$ cat src/rtl/dac_ctrl_pkg.sv
/*
  constants shared by both ends of the dac control link: frame layout,
  register addresses, control fields, reset values, link timing and the
  wishbone map of the host end.
  assumes a 100 mhz system clock on both ends.
*/
`default_nettype none
package dac_ctrl_pkg;
  localparam int FRAME_BITS = 24;
  localparam int DATA_BITS = 20;
  localparam logic [4:0] FRAME_LEN = 5'h18;
  localparam int RW_POS = 23;
  localparam int ADDR_MSB = 22;
  localparam int ADDR_LSB = 20;

  localparam logic [2:0] ADDR_DAC_DATA = 3'h1;
  localparam logic [2:0] ADDR_CONTROL = 3'h2;
  localparam logic [2:0] ADDR_CLEAR_VALUE = 3'h3;
  localparam logic [2:0] ADDR_SOFT_PULSE = 3'h4;

  localparam int SOFT_LOAD_POS = 0;
  localparam int SOFT_CLEAR_POS = 1;
  localparam int SOFT_RESET_POS = 2;

  localparam int CTL_FB_SELECT_POS = 1;
  localparam int CTL_HIGH_Z_POS = 2;
  localparam int CTL_GROUND_POS = 3;
  localparam int CTL_OFFSET_BIN_POS = 4;
  localparam int CTL_LIN_LSB = 6;
  localparam int LIN_W = 4;

  localparam logic [3:0] LIN_SPAN_10V = 4'h0;
  localparam logic [3:0] LIN_SPAN_10_12V = 4'h9;
  localparam logic [3:0] LIN_SPAN_12_16V = 4'ha;
  localparam logic [3:0] LIN_SPAN_16_19V = 4'hb;
  localparam logic [3:0] LIN_SPAN_19_20V = 4'hc;

  localparam logic [19:0] DAC_DATA_RST = 20'h00000;
  localparam logic [19:0] CONVERTER_RST = 20'h00000;
  localparam logic [19:0] CLEAR_VALUE_RST = 20'h00000;
  localparam logic [19:0] CONTROL_RST = 20'h0000c;

  localparam int SYS_CLK_PERIOD_NS = 10;
  localparam int LINK_HALF_PERIOD_NS = 40;
  localparam int LINK_HALF_CYCLES =
    (LINK_HALF_PERIOD_NS + SYS_CLK_PERIOD_NS - 1) / SYS_CLK_PERIOD_NS;

  localparam logic [7:0] WB_FRAME_DATA = 8'h00;
  localparam logic [7:0] WB_COMMAND = 8'h04;
  localparam logic [7:0] WB_STATUS = 8'h08;
  localparam logic [7:0] WB_READBACK = 8'h0c;
  localparam logic [7:0] WB_PINS = 8'h10;
  localparam logic [1:0] PINS_RST = 2'h3;
endpackage : dac_ctrl_pkg
`default_nettype wire

$ cat src/rtl/dac_link_if.sv
/*
  serial link and strobe pins between the host controller and the dac.
  assumes both ends run on their own sys_clk; no clocking here.
*/
`default_nettype none
interface dac_link_if;
  logic sclk;
  logic sync_n;
  logic sdin;
  logic sdo;
  logic output_load_n;
  logic output_clear_n;

  modport host (
    output sclk,
    output sync_n,
    output sdin,
    output output_load_n,
    output output_clear_n,
    input sdo
  );

  modport device (
    input sclk,
    input sync_n,
    input sdin,
    input output_load_n,
    input output_clear_n,
    output sdo
  );
endinterface : dac_link_if
`default_nettype wire

$ cat src/rtl/dac_clear_and_output_control.sv
/*
  device end: takes 24-bit frames off the link, holds dac data, control,
  clear value and the write-only pulse register, and drives the converter
  word and output state.
  assumes the link pins are asynchronous to sys_clk and that sclk stays
  at most one edge per four sys_clk cycles.
*/
// Chosen here: the register addresses and register access over Wishbone.
// Behaviour
// - clear pin or bit loads clear value
// - clear value resets to zero
// - pulse register write-only, acts like pin
// - address 100: reset, clear, load bits
// - soft clear ignored while load pin low
// - soft load ignored while clear pin low
// - soft load moves pending data to converter
// - soft clear copies clear value to converter
// - soft reset returns to power-on state
// - power-on reset restores all register defaults
// - power-on: tristate and ground clamp
// - host clears both bits before use
// - normal mode shows held code, reset zero
// - clamp dominates, tristate alone high impedance
// - linearity field resets to 0000
// - feedback select one: unity gain
// - feedback select zero: gain of two
// - intermediate linearity codes for wider spans
// - frame top bit: zero write, one read
`default_nettype none
module dac_clear_and_output_control
  import dac_ctrl_pkg::*;
(
  input wire logic sys_clk,
  input wire logic arst_n,
  dac_link_if.device link,
  output logic [19:0] dac_code,
  output logic out_normal,
  output logic out_high_impedance,
  output logic out_ground_clamp,
  output logic feedback_resistor_select,
  output logic offset_binary,
  output logic [3:0] lin_comp
);

  typedef struct packed {
    logic sclk_s1;
    logic sclk_s2;
    logic sclk_d;
    logic sync_s1;
    logic sync_s2;
    logic sync_d;
    logic sdin_s1;
    logic sdin_s2;
    logic load_s1;
    logic load_s2;
    logic clr_s1;
    logic clr_s2;
    logic [4:0] bit_cnt;
    logic [23:0] in_sh;
    logic [23:0] out_sh;
    logic [23:0] rd_word;
    logic [19:0] dac_data;
    logic [19:0] converter;
    logic [19:0] control;
    logic [19:0] clear_value;
    logic out_normal;
    logic out_high_z;
    logic out_ground;
  } dev_state_t;

  localparam dev_state_t ST_RST = '{
    sync_s1: 1'b1, sync_s2: 1'b1, sync_d: 1'b1,
    load_s1: 1'b1, load_s2: 1'b1, clr_s1: 1'b1, clr_s2: 1'b1,
    dac_data: DAC_DATA_RST,
    converter: CONVERTER_RST,
    control: CONTROL_RST,
    clear_value: CLEAR_VALUE_RST,
    out_ground: 1'b1,
    default: '0
  };

  dev_state_t st_ff;
  dev_state_t nxt_st;

  logic sclk_rise;
  logic sclk_fall;
  logic sync_fall;
  logic sync_rise;
  logic frame_on;
  logic [19:0] f_data;
  logic [2:0] f_addr;
  logic f_read;
  logic ctl_ground;
  logic ctl_high_z;

  // edges seen only on second stage, never on the first
  assign sclk_rise = st_ff.sclk_s2 & ~st_ff.sclk_d;
  assign sclk_fall = ~st_ff.sclk_s2 & st_ff.sclk_d;
  assign sync_fall = ~st_ff.sync_s2 & st_ff.sync_d;
  assign sync_rise = st_ff.sync_s2 & ~st_ff.sync_d;
  assign frame_on = ~st_ff.sync_s2;
  assign f_data = st_ff.in_sh[DATA_BITS-1:0];
  assign f_addr = st_ff.in_sh[ADDR_MSB:ADDR_LSB];
  assign f_read = st_ff.in_sh[RW_POS];

  always_comb begin
    nxt_st = st_ff;
    nxt_st.sclk_s1 = link.sclk;
    nxt_st.sclk_s2 = st_ff.sclk_s1;
    nxt_st.sclk_d = st_ff.sclk_s2;
    nxt_st.sync_s1 = link.sync_n;
    nxt_st.sync_s2 = st_ff.sync_s1;
    nxt_st.sync_d = st_ff.sync_s2;
    nxt_st.sdin_s1 = link.sdin;
    nxt_st.sdin_s2 = st_ff.sdin_s1;
    nxt_st.load_s1 = link.output_load_n;
    nxt_st.load_s2 = st_ff.load_s1;
    nxt_st.clr_s1 = link.output_clear_n;
    nxt_st.clr_s2 = st_ff.clr_s1;

    // readback word of the previous read frame goes out in this one
    if (sync_fall) begin
      nxt_st.bit_cnt = 5'h00;
      nxt_st.out_sh = st_ff.rd_word;
    end
    if (frame_on && sclk_rise) begin
      nxt_st.in_sh = {st_ff.in_sh[FRAME_BITS-2:0], st_ff.sdin_s2};
      // saturates at 31, so a long frame never reads as 24
      if (!(&st_ff.bit_cnt)) begin
        nxt_st.bit_cnt = st_ff.bit_cnt + 5'h01;
      end
    end
    if (frame_on && sclk_fall) begin
      nxt_st.out_sh = {st_ff.out_sh[FRAME_BITS-2:0], 1'b0};
    end

    // pins act as levels; a held clear pin wins over a held load pin.
    // set before the commit, so an ungated soft pulse would show for a cycle
    if (!st_ff.clr_s2) begin
      nxt_st.converter = st_ff.clear_value;
    end else if (!st_ff.load_s2) begin
      nxt_st.converter = st_ff.dac_data;
    end

    // short or long frames are dropped whole
    if (sync_rise && st_ff.bit_cnt == FRAME_LEN) begin
      if (f_read) begin
        nxt_st.rd_word = {1'b1, f_addr, 20'h00000};
        case (f_addr)
          ADDR_DAC_DATA: nxt_st.rd_word[DATA_BITS-1:0] = st_ff.dac_data;
          ADDR_CONTROL: nxt_st.rd_word[DATA_BITS-1:0] = st_ff.control;
          ADDR_CLEAR_VALUE: nxt_st.rd_word[DATA_BITS-1:0] = st_ff.clear_value;
          default: nxt_st.rd_word[DATA_BITS-1:0] = 20'h00000;
        endcase
      end else begin
        case (f_addr)
          ADDR_DAC_DATA: nxt_st.dac_data = f_data;
          // linearity, feedback select, coding and output bits live here
          ADDR_CONTROL: nxt_st.control = f_data;
          ADDR_CLEAR_VALUE: nxt_st.clear_value = f_data;
          ADDR_SOFT_PULSE: begin
            if (f_data[SOFT_RESET_POS]) begin
              // synchronisers are left alone so the link stays in step
              nxt_st.dac_data = DAC_DATA_RST;
              nxt_st.converter = CONVERTER_RST;
              nxt_st.control = CONTROL_RST;
              nxt_st.clear_value = CLEAR_VALUE_RST;
              nxt_st.rd_word = '0;
            end else if (f_data[SOFT_CLEAR_POS] && st_ff.load_s2) begin
              nxt_st.converter = st_ff.clear_value;
            end else if (f_data[SOFT_LOAD_POS] && st_ff.clr_s2) begin
              nxt_st.converter = st_ff.dac_data;
            end
          end
          default: nxt_st.rd_word = st_ff.rd_word;
        endcase
      end
    end

    // clamp wins over tristate
    ctl_ground = nxt_st.control[CTL_GROUND_POS];
    ctl_high_z = nxt_st.control[CTL_HIGH_Z_POS];
    nxt_st.out_ground = ctl_ground;
    nxt_st.out_high_z = ctl_high_z & ~ctl_ground;
    nxt_st.out_normal = ~ctl_high_z & ~ctl_ground;
  end

  // reset constant: clamp and tristate set in control, other words zero
  always_ff @(posedge sys_clk or negedge arst_n) begin
    if (!arst_n) begin
      st_ff <= ST_RST;
    end else begin
      st_ff <= nxt_st;
    end
  end

  assign link.sdo = st_ff.out_sh[FRAME_BITS-1];
  // converter word drives dac_code in every output state, clamp and tristate included
  assign dac_code = st_ff.converter;
  assign out_normal = st_ff.out_normal;
  assign out_high_impedance = st_ff.out_high_z;
  assign out_ground_clamp = st_ff.out_ground;
  assign feedback_resistor_select = st_ff.control[CTL_FB_SELECT_POS];
  assign offset_binary = st_ff.control[CTL_OFFSET_BIN_POS];
  assign lin_comp = st_ff.control[CTL_LIN_LSB +: LIN_W];

endmodule : dac_clear_and_output_control
`default_nettype wire

$ cat src/flat_wrapper.sv
// flat-port wrapper written by rule: the top's interface ports become plain ports
module dac_clear_and_output_control_flat import dac_ctrl_pkg::*;
  (sys_clk, arst_n, dac_code, out_normal, out_high_impedance, out_ground_clamp, feedback_resistor_select, offset_binary, lin_comp, link_sclk, link_sync_n, link_sdin, link_output_load_n, link_output_clear_n, link_sdo);
  dac_link_if link_i ();
  input wire logic sys_clk;
  input wire logic arst_n;
  output logic [19:0] dac_code;
  output logic out_normal;
  output logic out_high_impedance;
  output logic out_ground_clamp;
  output logic feedback_resistor_select;
  output logic offset_binary;
  output logic [3:0] lin_comp;
  input wire logic [$bits(link_i.sclk)-1:0] link_sclk;
  input wire logic [$bits(link_i.sync_n)-1:0] link_sync_n;
  input wire logic [$bits(link_i.sdin)-1:0] link_sdin;
  input wire logic [$bits(link_i.output_load_n)-1:0] link_output_load_n;
  input wire logic [$bits(link_i.output_clear_n)-1:0] link_output_clear_n;
  output wire logic [$bits(link_i.sdo)-1:0] link_sdo;
  assign link_i.sclk = link_sclk;
  assign link_i.sync_n = link_sync_n;
  assign link_i.sdin = link_sdin;
  assign link_i.output_load_n = link_output_load_n;
  assign link_i.output_clear_n = link_output_clear_n;
  assign link_sdo = link_i.sdo;
  dac_clear_and_output_control u_core (.sys_clk(sys_clk), .arst_n(arst_n), .link(link_i), .dac_code(dac_code), .out_normal(out_normal), .out_high_impedance(out_high_impedance), .out_ground_clamp(out_ground_clamp), .feedback_resistor_select(feedback_resistor_select), .offset_binary(offset_binary), .lin_comp(lin_comp));
endmodule
$ cat config.mk
export PLATFORM = sky130hd
export DESIGN_NAME = dac_clear_and_output_control_flat
export DESIGN_NICKNAME = d
export VERILOG_FILES = /design/src/rtl/dac_ctrl_pkg.sv /design/src/rtl/dac_link_if.sv /design/src/rtl/dac_clear_and_output_control.sv /design/src/flat_wrapper.sv
export SDC_FILE = /design/constraint.sdc
export NUM_CORES = 1
export LEC_CHECK = 0
export ABC_AREA = 1
export CORE_MARGIN = 2
export CORE_UTILIZATION = 50
export DETAILED_ROUTE_END_ITERATION = 8
export DONT_BUFFER_PORTS = 1
export PLACE_DENSITY = 0.76
export SLEW_MARGIN = 20
export SYNTH_ARGS = -nofsm -noshare
export SYNTH_HDL_FRONTEND = slang
export SYNTH_SLANG_ARGS = --single-unit
$ cat constraint.sdc
create_clock -name sys_clk -period 2.2 [get_ports sys_clk]
set_input_delay 0.33 -clock sys_clk [delete_from_list [all_inputs] [get_ports sys_clk]]
set_output_delay 0.33 -clock sys_clk [all_outputs]
set_load 0.01 [all_outputs]
==> flow_metrics.env, run 1 <==
export IMPL_maxSlewViolCount=0
export IMPL_cts_resized=0
export IMPL_power_density_nw_per_um2=754.3
export IMPL_die_area_um2=17730
export IMPL_use_met2=0.3785
export IMPL_arrival_ps=2310
export IMPL_synth_compound_area_frac=0.1566
export IMPL_regArea_um2=4290
export IMPL_worst_ep_required_time_ps=2570
export IMPL_drt_first_pass_iters=5
export IMPL_fin_skew_ps=8.103
export IMPL_io_pins=37
export IMPL_tns_ps=0
export IMPL_core_area_um2=16470
export IMPL_violations="hold timing"
export IMPL_area_growth_synth_to_final_pct=8.117
export IMPL_finalCriticalPeriod_ps=1947
export IMPL_synth_top_family_by_area="simple AND/OR/NAND/NOR gates"
export IMPL_crit_type="flip-flop to flip-flop"
export IMPL_synth_simple_area_share=0.2033
export IMPL_whs_ps=-408.8
export IMPL_synthTopCellsByArea="dfrtp_1, nand2_1, o21ai_0"
export IMPL_synth_seq_area_share=0.5145
export IMPL_routed_wl_mm=19.28
export IMPL_outcome="complete, but fails checks"
export IMPL_clock_latency_ps=430
export IMPL_yosysTopAreaCell="dfrtp_1"
export IMPL_fmax_mhz=513.6
export IMPL_path_cells="inv_1, ha_1, inv_1, nor2_2, nand2_2, nor2_1, buf_4, o21ai_0, nand2_1"
export IMPL_clk_pin_slew_ps=60
export IMPL_cts_tree="yes"
export IMPL_rows=47
export IMPL_vdd_ir_drop_max_v=0.0006955
export IMPL_fin_crit_sh=0.8850
export IMPL_synth_xor_area_frac=0
export IMPL_leakagePower_nw=4.005
export IMPL_io_buffers=0
export IMPL_max_stage_delay_ps=420
export IMPL_fillers=1488
export IMPL_nets=986
export IMPL_setup_violations=0
export IMPL_antenna_cells=0
export IMPL_muxShareOfSynthArea=0
export IMPL_critPathMaxFanout=14
export IMPL_grt_util_met3=0.05822
export IMPL_cts_root_buffer="clkbuf_16"
export IMPL_stdcell_count=1209
export IMPL_die_w_um=133.1
export IMPL_drc=0
export IMPL_placed_cells=1172
export IMPL_utilization=0.5476
export IMPL_layout_common_cells="nand2_1, dfrtp_1, inv_1"
export IMPL_layout_commonest_cell="nand2_1"
export IMPL_drv_cap=0
export IMPL_routed_via_density=5.547
export IMPL_die_h_um=133.1
export IMPL_yosys_warnings=0
export IMPL_vias=6706
export IMPL_hp_class="primary input to async pin"
export IMPL_grt_pass1_vias=6512
export IMPL_synth_top_flop_cell="dfrtp_1"
export IMPL_yosysUniqueCellTypes=29
export IMPL_hpwl_mm=12.53
export IMPL_busiest_layer="met2"
export IMPL_use_met1=0.2969
export IMPL_grt_pass1_wl_mm=32.04
export IMPL_initial_core_util=0.5065
export IMPL_grt_antenna_before_repair=0
export IMPL_grt_overflow=0
export IMPL_track_usage=0.2289
export IMPL_worst_slew_pin_slew_ps=710.9
export IMPL_multi_input_area_um2=3039
export IMPL_hold_viol_final=171
export IMPL_grt_max_degree=172
export IMPL_wire_per_inst_um=15.95
export IMPL_cts_buffers=17
export IMPL_ctsLongestPathBuffers=2
export IMPL_power_w=0.006801
export IMPL_syn_inst=1017
export IMPL_maxSlewHeadroom=0.5255
export IMPL_synthesis_nets=1027
export IMPL_critPathSlowestCell="nor2_1"
export IMPL_synth_fa_ha_area_frac=0.004501
export IMPL_cp_end_kind="flip-flop"
export IMPL_cp_start_kind="flip-flop"
export IMPL_synth_edff_count=0
export IMPL_hold_buffers=5
export IMPL_rsz0062_at_grt="no"
export IMPL_postCtsSetupBuffers=0
export IMPL_drive_gt1_frac=0.07280
export IMPL_drtAntennaViolNets=0
export IMPL_r2r_slack_ps=250
export IMPL_drtIter0Drc=603
export IMPL_synthArstFlopShare=1.000
export IMPL_yosysTopAreaCellShare=0.4861
export IMPL_syn_area_um2=8339
export IMPL_gp_congestion=0.8419
export IMPL_clkSinkCount=171
export IMPL_htreeDepth=4
export IMPL_avgSynthCellArea_um2=8.200
export IMPL_critPathMostFrequentCell="inv_1"
export IMPL_ys_seq_elements=171
-- state kept, by name, indices dropped and copies added (netlist names) --
signal / flops
u_core.lin_comp: 4
u_core.offset_binary: 1
u_core.f_addr: 3
u_core.link.sdo: 1
u_core.feedback_resistor_select: 1
u_core.f_read: 1
u_core.st_ff: 111
u_core.nxt_st: 7
u_core.out_high_impedance: 1
u_core.dac_code: 20
u_core.f_data: 20
u_core.out_normal: 1
-- final timing paths --
path,startpoint,end,cells after the start
max in group asynchronous,arst_n,u_core.nxt_st[166],0
min in group sys_clk,u_core.nxt_st[164],u_core.st_ff[164],0
setup reg to reg,u_core.st_ff[155],u_core.st_ff[95],9
hold reg to reg,u_core.nxt_st[164],u_core.st_ff[164],0
setup / recovery,u_core.st_ff[155],u_core.st_ff[95],9
hold / removal,arst_n,u_core.dac_code[13],0
-- power by group --
part           switching (W)  total, W  internal, W  leakage (nW)
registers          0.0000853   0.00332      0.00324          2.30
clock network        0.00120   0.00303      0.00183         0.284
logic               0.000303  0.000450     0.000148          1.42
total                0.00159   0.00680      0.00521          4.00
-- critical path: cells and delay by family (launching register included) --
family                   cells  cell delay, ps
buffers and inverters        3             400
adder cells (fa/ha/maj)      1             140
AND/OR/NAND/NOR              4             830
AO/OA/AOI/OAI                1             110
flip-flops                   1             390
-- synthesized netlist by cell type, types with 4 or more instances --
library cell	instances
o21ai_1	8
dfstp_2	9
o22ai_1	23
nor2_2	4
o21ai_0	120
inv_2	5
dfrtp_1	162
buf_4	30
nand2_1	235
o211ai_1	42
clkbuf_1	33
inv_1	144
nand3_1	69
o221ai_1	21
nor2_1	54
nand4_1	20
buf_2	17
-- layer usage --
layer,part of all wire,vias up,wire length (um)
met3,0.063,33,1219
met1,0.43,3239,8250
met4,0.022,0,415
li1,-,3231,-
met2,0.49,203,9392
met5,0,-,0
-- cells by family after synthesis --
kind of cell,after synthesis
DFF,171
AOI/OAI and AO/OA,218
adders and majority gates,3
buffers and inverters,233
and+or+nand+nor,392
-- cell type report --
cell class / instances / share of cell area
Clock buffer: 27 / 0.05690
Clock inverter: 5 / 0.009298
Inverter: 149 / 0.06203
Multi-Input combinational cell: 613 / 0.3371
Sequential cell: 171 / 0.4759
Tap cell: 220 / 0.03053
Timing Repair Buffer: 24 / 0.02831
-- per-stage QoR --
stage | hold slack [ps] | instance area (um2) | setup WS (ps)
global placement | 39.44 | 8369 | 371.6
finish | -408.8 | 9016 | 253.1
floorplan | 34.41 | 8339 | 609.2
detailed placement | 40.06 | 8369 | 282.9
CTS | -414.2 | 9016 | 270.9
global route | -427.6 | 9016 | 36.01
No activity file was read; power rests on OpenSTA's default activity.
==> inputs of run 2 (changes only) <==
--- a/config.mk
+++ b/config.mk
@@ -6,11 +6,13 @@
 export NUM_CORES = 1
 export LEC_CHECK = 0
 export ABC_AREA = 1
+export CELL_PAD_IN_SITES_DETAIL_PLACEMENT = 0
+export CELL_PAD_IN_SITES_GLOBAL_PLACEMENT = 2
 export CORE_MARGIN = 2
-export CORE_UTILIZATION = 50
+export CORE_UTILIZATION = 39
 export DETAILED_ROUTE_END_ITERATION = 8
 export DONT_BUFFER_PORTS = 1
-export PLACE_DENSITY = 0.76
+export PLACE_DENSITY = 0.91
 export SLEW_MARGIN = 20
 export SYNTH_ARGS = -nofsm -noshare
 export SYNTH_HDL_FRONTEND = slang
==> run 2 against run 1 <==
Effect of this change: wire length increased by 6.2%; critical path depth shrank 2; hold slack worse by 7.6 ps; largest power group unchanged; critical path type unchanged; via count decreased by 2.4%; clock skew rose by 5.1 ps; count of clock-buffer cells in the layout fell by 9; the run still ends with hold timing left.
==> flow_metrics.env, run 2 (synthesis results as in run 1) <==
export IMPL_violations="hold timing"
export IMPL_hpwl_mm=13.42
export IMPL_track_usage=0.1947
export IMPL_hold_buffers=5
export IMPL_stdcell_count=1266
export IMPL_setup_violations=0
export IMPL_vias=6545
export IMPL_vdd_ir_drop_max_v=0.0005261
export IMPL_routed_wl_mm=20.48
export IMPL_fmax_mhz=508.1
export IMPL_rows=53
export IMPL_nets=988
export IMPL_maxSlewHeadroom=0.5320
export IMPL_worst_ep_required_time_ps=2480
export IMPL_grt_antenna_before_repair=0
export IMPL_arrival_ps=2250
export IMPL_rsz0062_at_grt="no"
export IMPL_core_area_um2=21020
export IMPL_die_w_um=150.2
export IMPL_io_buffers=0
export IMPL_drive_gt1_frac=0.07972
export IMPL_wire_per_inst_um=16.18
export IMPL_critPathMostFrequentCell="inv_1"
export IMPL_clock_latency_ps=430
export IMPL_clkSinkCount=171
export IMPL_hold_viol_final=171
export IMPL_initial_core_util=0.3967
export IMPL_gp_congestion=0.7759
export IMPL_placed_cells=1229
export IMPL_utilization=0.4318
export IMPL_path_delay_family="simple AND/OR/NAND/NOR gates"
export IMPL_area_growth_synth_to_final_pct=8.837
export IMPL_fin_crit_sh=0.8946
export IMPL_outcome="complete, but fails checks"
export IMPL_largest_register="u_core.st_ff"
export IMPL_die_h_um=150.2
export IMPL_drc=0
export IMPL_fin_skew_ps=13.20
export IMPL_power_density_nw_per_um2=753.5
export IMPL_io_pins=37
export IMPL_crit_type="flip-flop to flip-flop"
export IMPL_layout_common_cells="nand2_1, dfrtp_1, inv_1"
export IMPL_whs_ps=-416.3
export IMPL_die_area_um2=22570
export IMPL_ctsLongestPathBuffers=2
export IMPL_drt_first_pass_iters=5
export IMPL_tns_ps=0
export IMPL_antenna_cells=0
export IMPL_layout_commonest_cell="nand2_1"
export IMPL_max_stage_delay_ps=630
export IMPL_cp_start_kind="flip-flop"
export IMPL_drtAntennaViolNets=0
export IMPL_drtIter0Drc=442
export IMPL_grt_pass1_vias=6466
export IMPL_fillers=2128
export IMPL_clk_pin_slew_ps=70
export IMPL_leakagePower_nw=3.996
export IMPL_grt_overflow=0
export IMPL_critPathMaxFanout=18
export IMPL_worst_slew_pin_slew_ps=700.3
export IMPL_crit_buf_inv=2
export IMPL_hp_class="primary input to async pin"
export IMPL_cts_tree="yes"
export IMPL_drv_cap=0
export IMPL_path_cells="inv_1, ha_1, inv_1, nor2_2, nand2_2, nor3_4, o21ai_0"
export IMPL_maxSlewViolCount=0
export IMPL_grt_max_degree=172
export IMPL_regArea_um2=4290
export IMPL_grt_pass1_wl_mm=34.16
export IMPL_largest_reg_flops=111
export IMPL_critPathSlowestCell="nor3_4"
export IMPL_cp_end_kind="flip-flop"
export IMPL_multi_input_area_um2=3039
export IMPL_cts_root_buffer="clkbuf_16"
export IMPL_htreeDepth=4
export IMPL_routed_via_density=5.170
export IMPL_cts_buffers=17
export IMPL_finalCriticalPeriod_ps=1968
run 2: changes by cell type in the layout (fill, tap and decap cells not counted), sizes merged:
cell      delta
buf          +2
clkinvlp     +4
clkbuf       -9
inv          +5
run 2: timing repair:
item                                   4_1_cts  5_1_grt
setup endpoints to repair                    0        0
endpoints found under the hold margin      176      171
resized for setup                            0        0
setup buffers                                0        0
run 2: final timing paths:
check | start | slack [ps] | to | depth (start not counted)
hold / removal | arst_n | -420 | u_core.dac_code[14] | 0
setup reg to reg | u_core.st_ff[155] | 230 | u_core.lin_comp[3] | 7
hold reg to reg | u_core.nxt_st[160] | 360 | u_core.st_ff[160] | 0
min in group sys_clk | u_core.nxt_st[160] | 360 | u_core.st_ff[160] | 0
max in group asynchronous | arst_n | 2330 | u_core.st_ff[25] | 0
setup / recovery | u_core.st_ff[155] | 230 | u_core.lin_comp[3] | 7
run 2: where the power goes:
group          leakage, nW  total (W)  switching (W)  internal [W]
Clock                0.275    0.00306        0.00134       0.00173
Combinational         1.42   0.000451       0.000305      0.000146
Sequential            2.30    0.00332      0.0000895       0.00323
run 2: area by class of cell:
| type | instances | share of cell area |
|---|---|---|
| Sequential cell | 171 | 0.4727 |
| Multi-Input combinational cell | 613 | 0.3348 |
| Inverter | 149 | 0.06162 |
| Clock buffer | 18 | 0.04839 |
| Tap cell | 275 | 0.03791 |
| Timing Repair Buffer | 26 | 0.02702 |
| Clock inverter | 14 | 0.01751 |
run 2: per-stage QoR:
stage | hold WS, ps | setup slack [ps] | instance area, um2 | power, W
2_1_floorplan | 34.41 | 609.2 | 8339 | 0.003722
3_3_place_gp | 38.79 | 319.0 | 8428 | 0.003822
3_5_place_dp | 38.44 | 226.4 | 8428 | 0.003828
4_1_cts | -427.5 | 233.3 | 9076 | 0.006914
5_1_grt | -432.8 | 5.286 | 9076 | 0.007107
6_report | -416.3 | 231.9 | 9076 | 0.006839
run 2: routing by layer:
layer	GRT usage	vias to the layer above	part of all wire
met5	0	-	0
met4	0.06368	0	0.018
met3	0.03970	23	0.037
met2	0.3151	106	0.48
met1	0.2626	3180	0.47
li1	-	3236	-
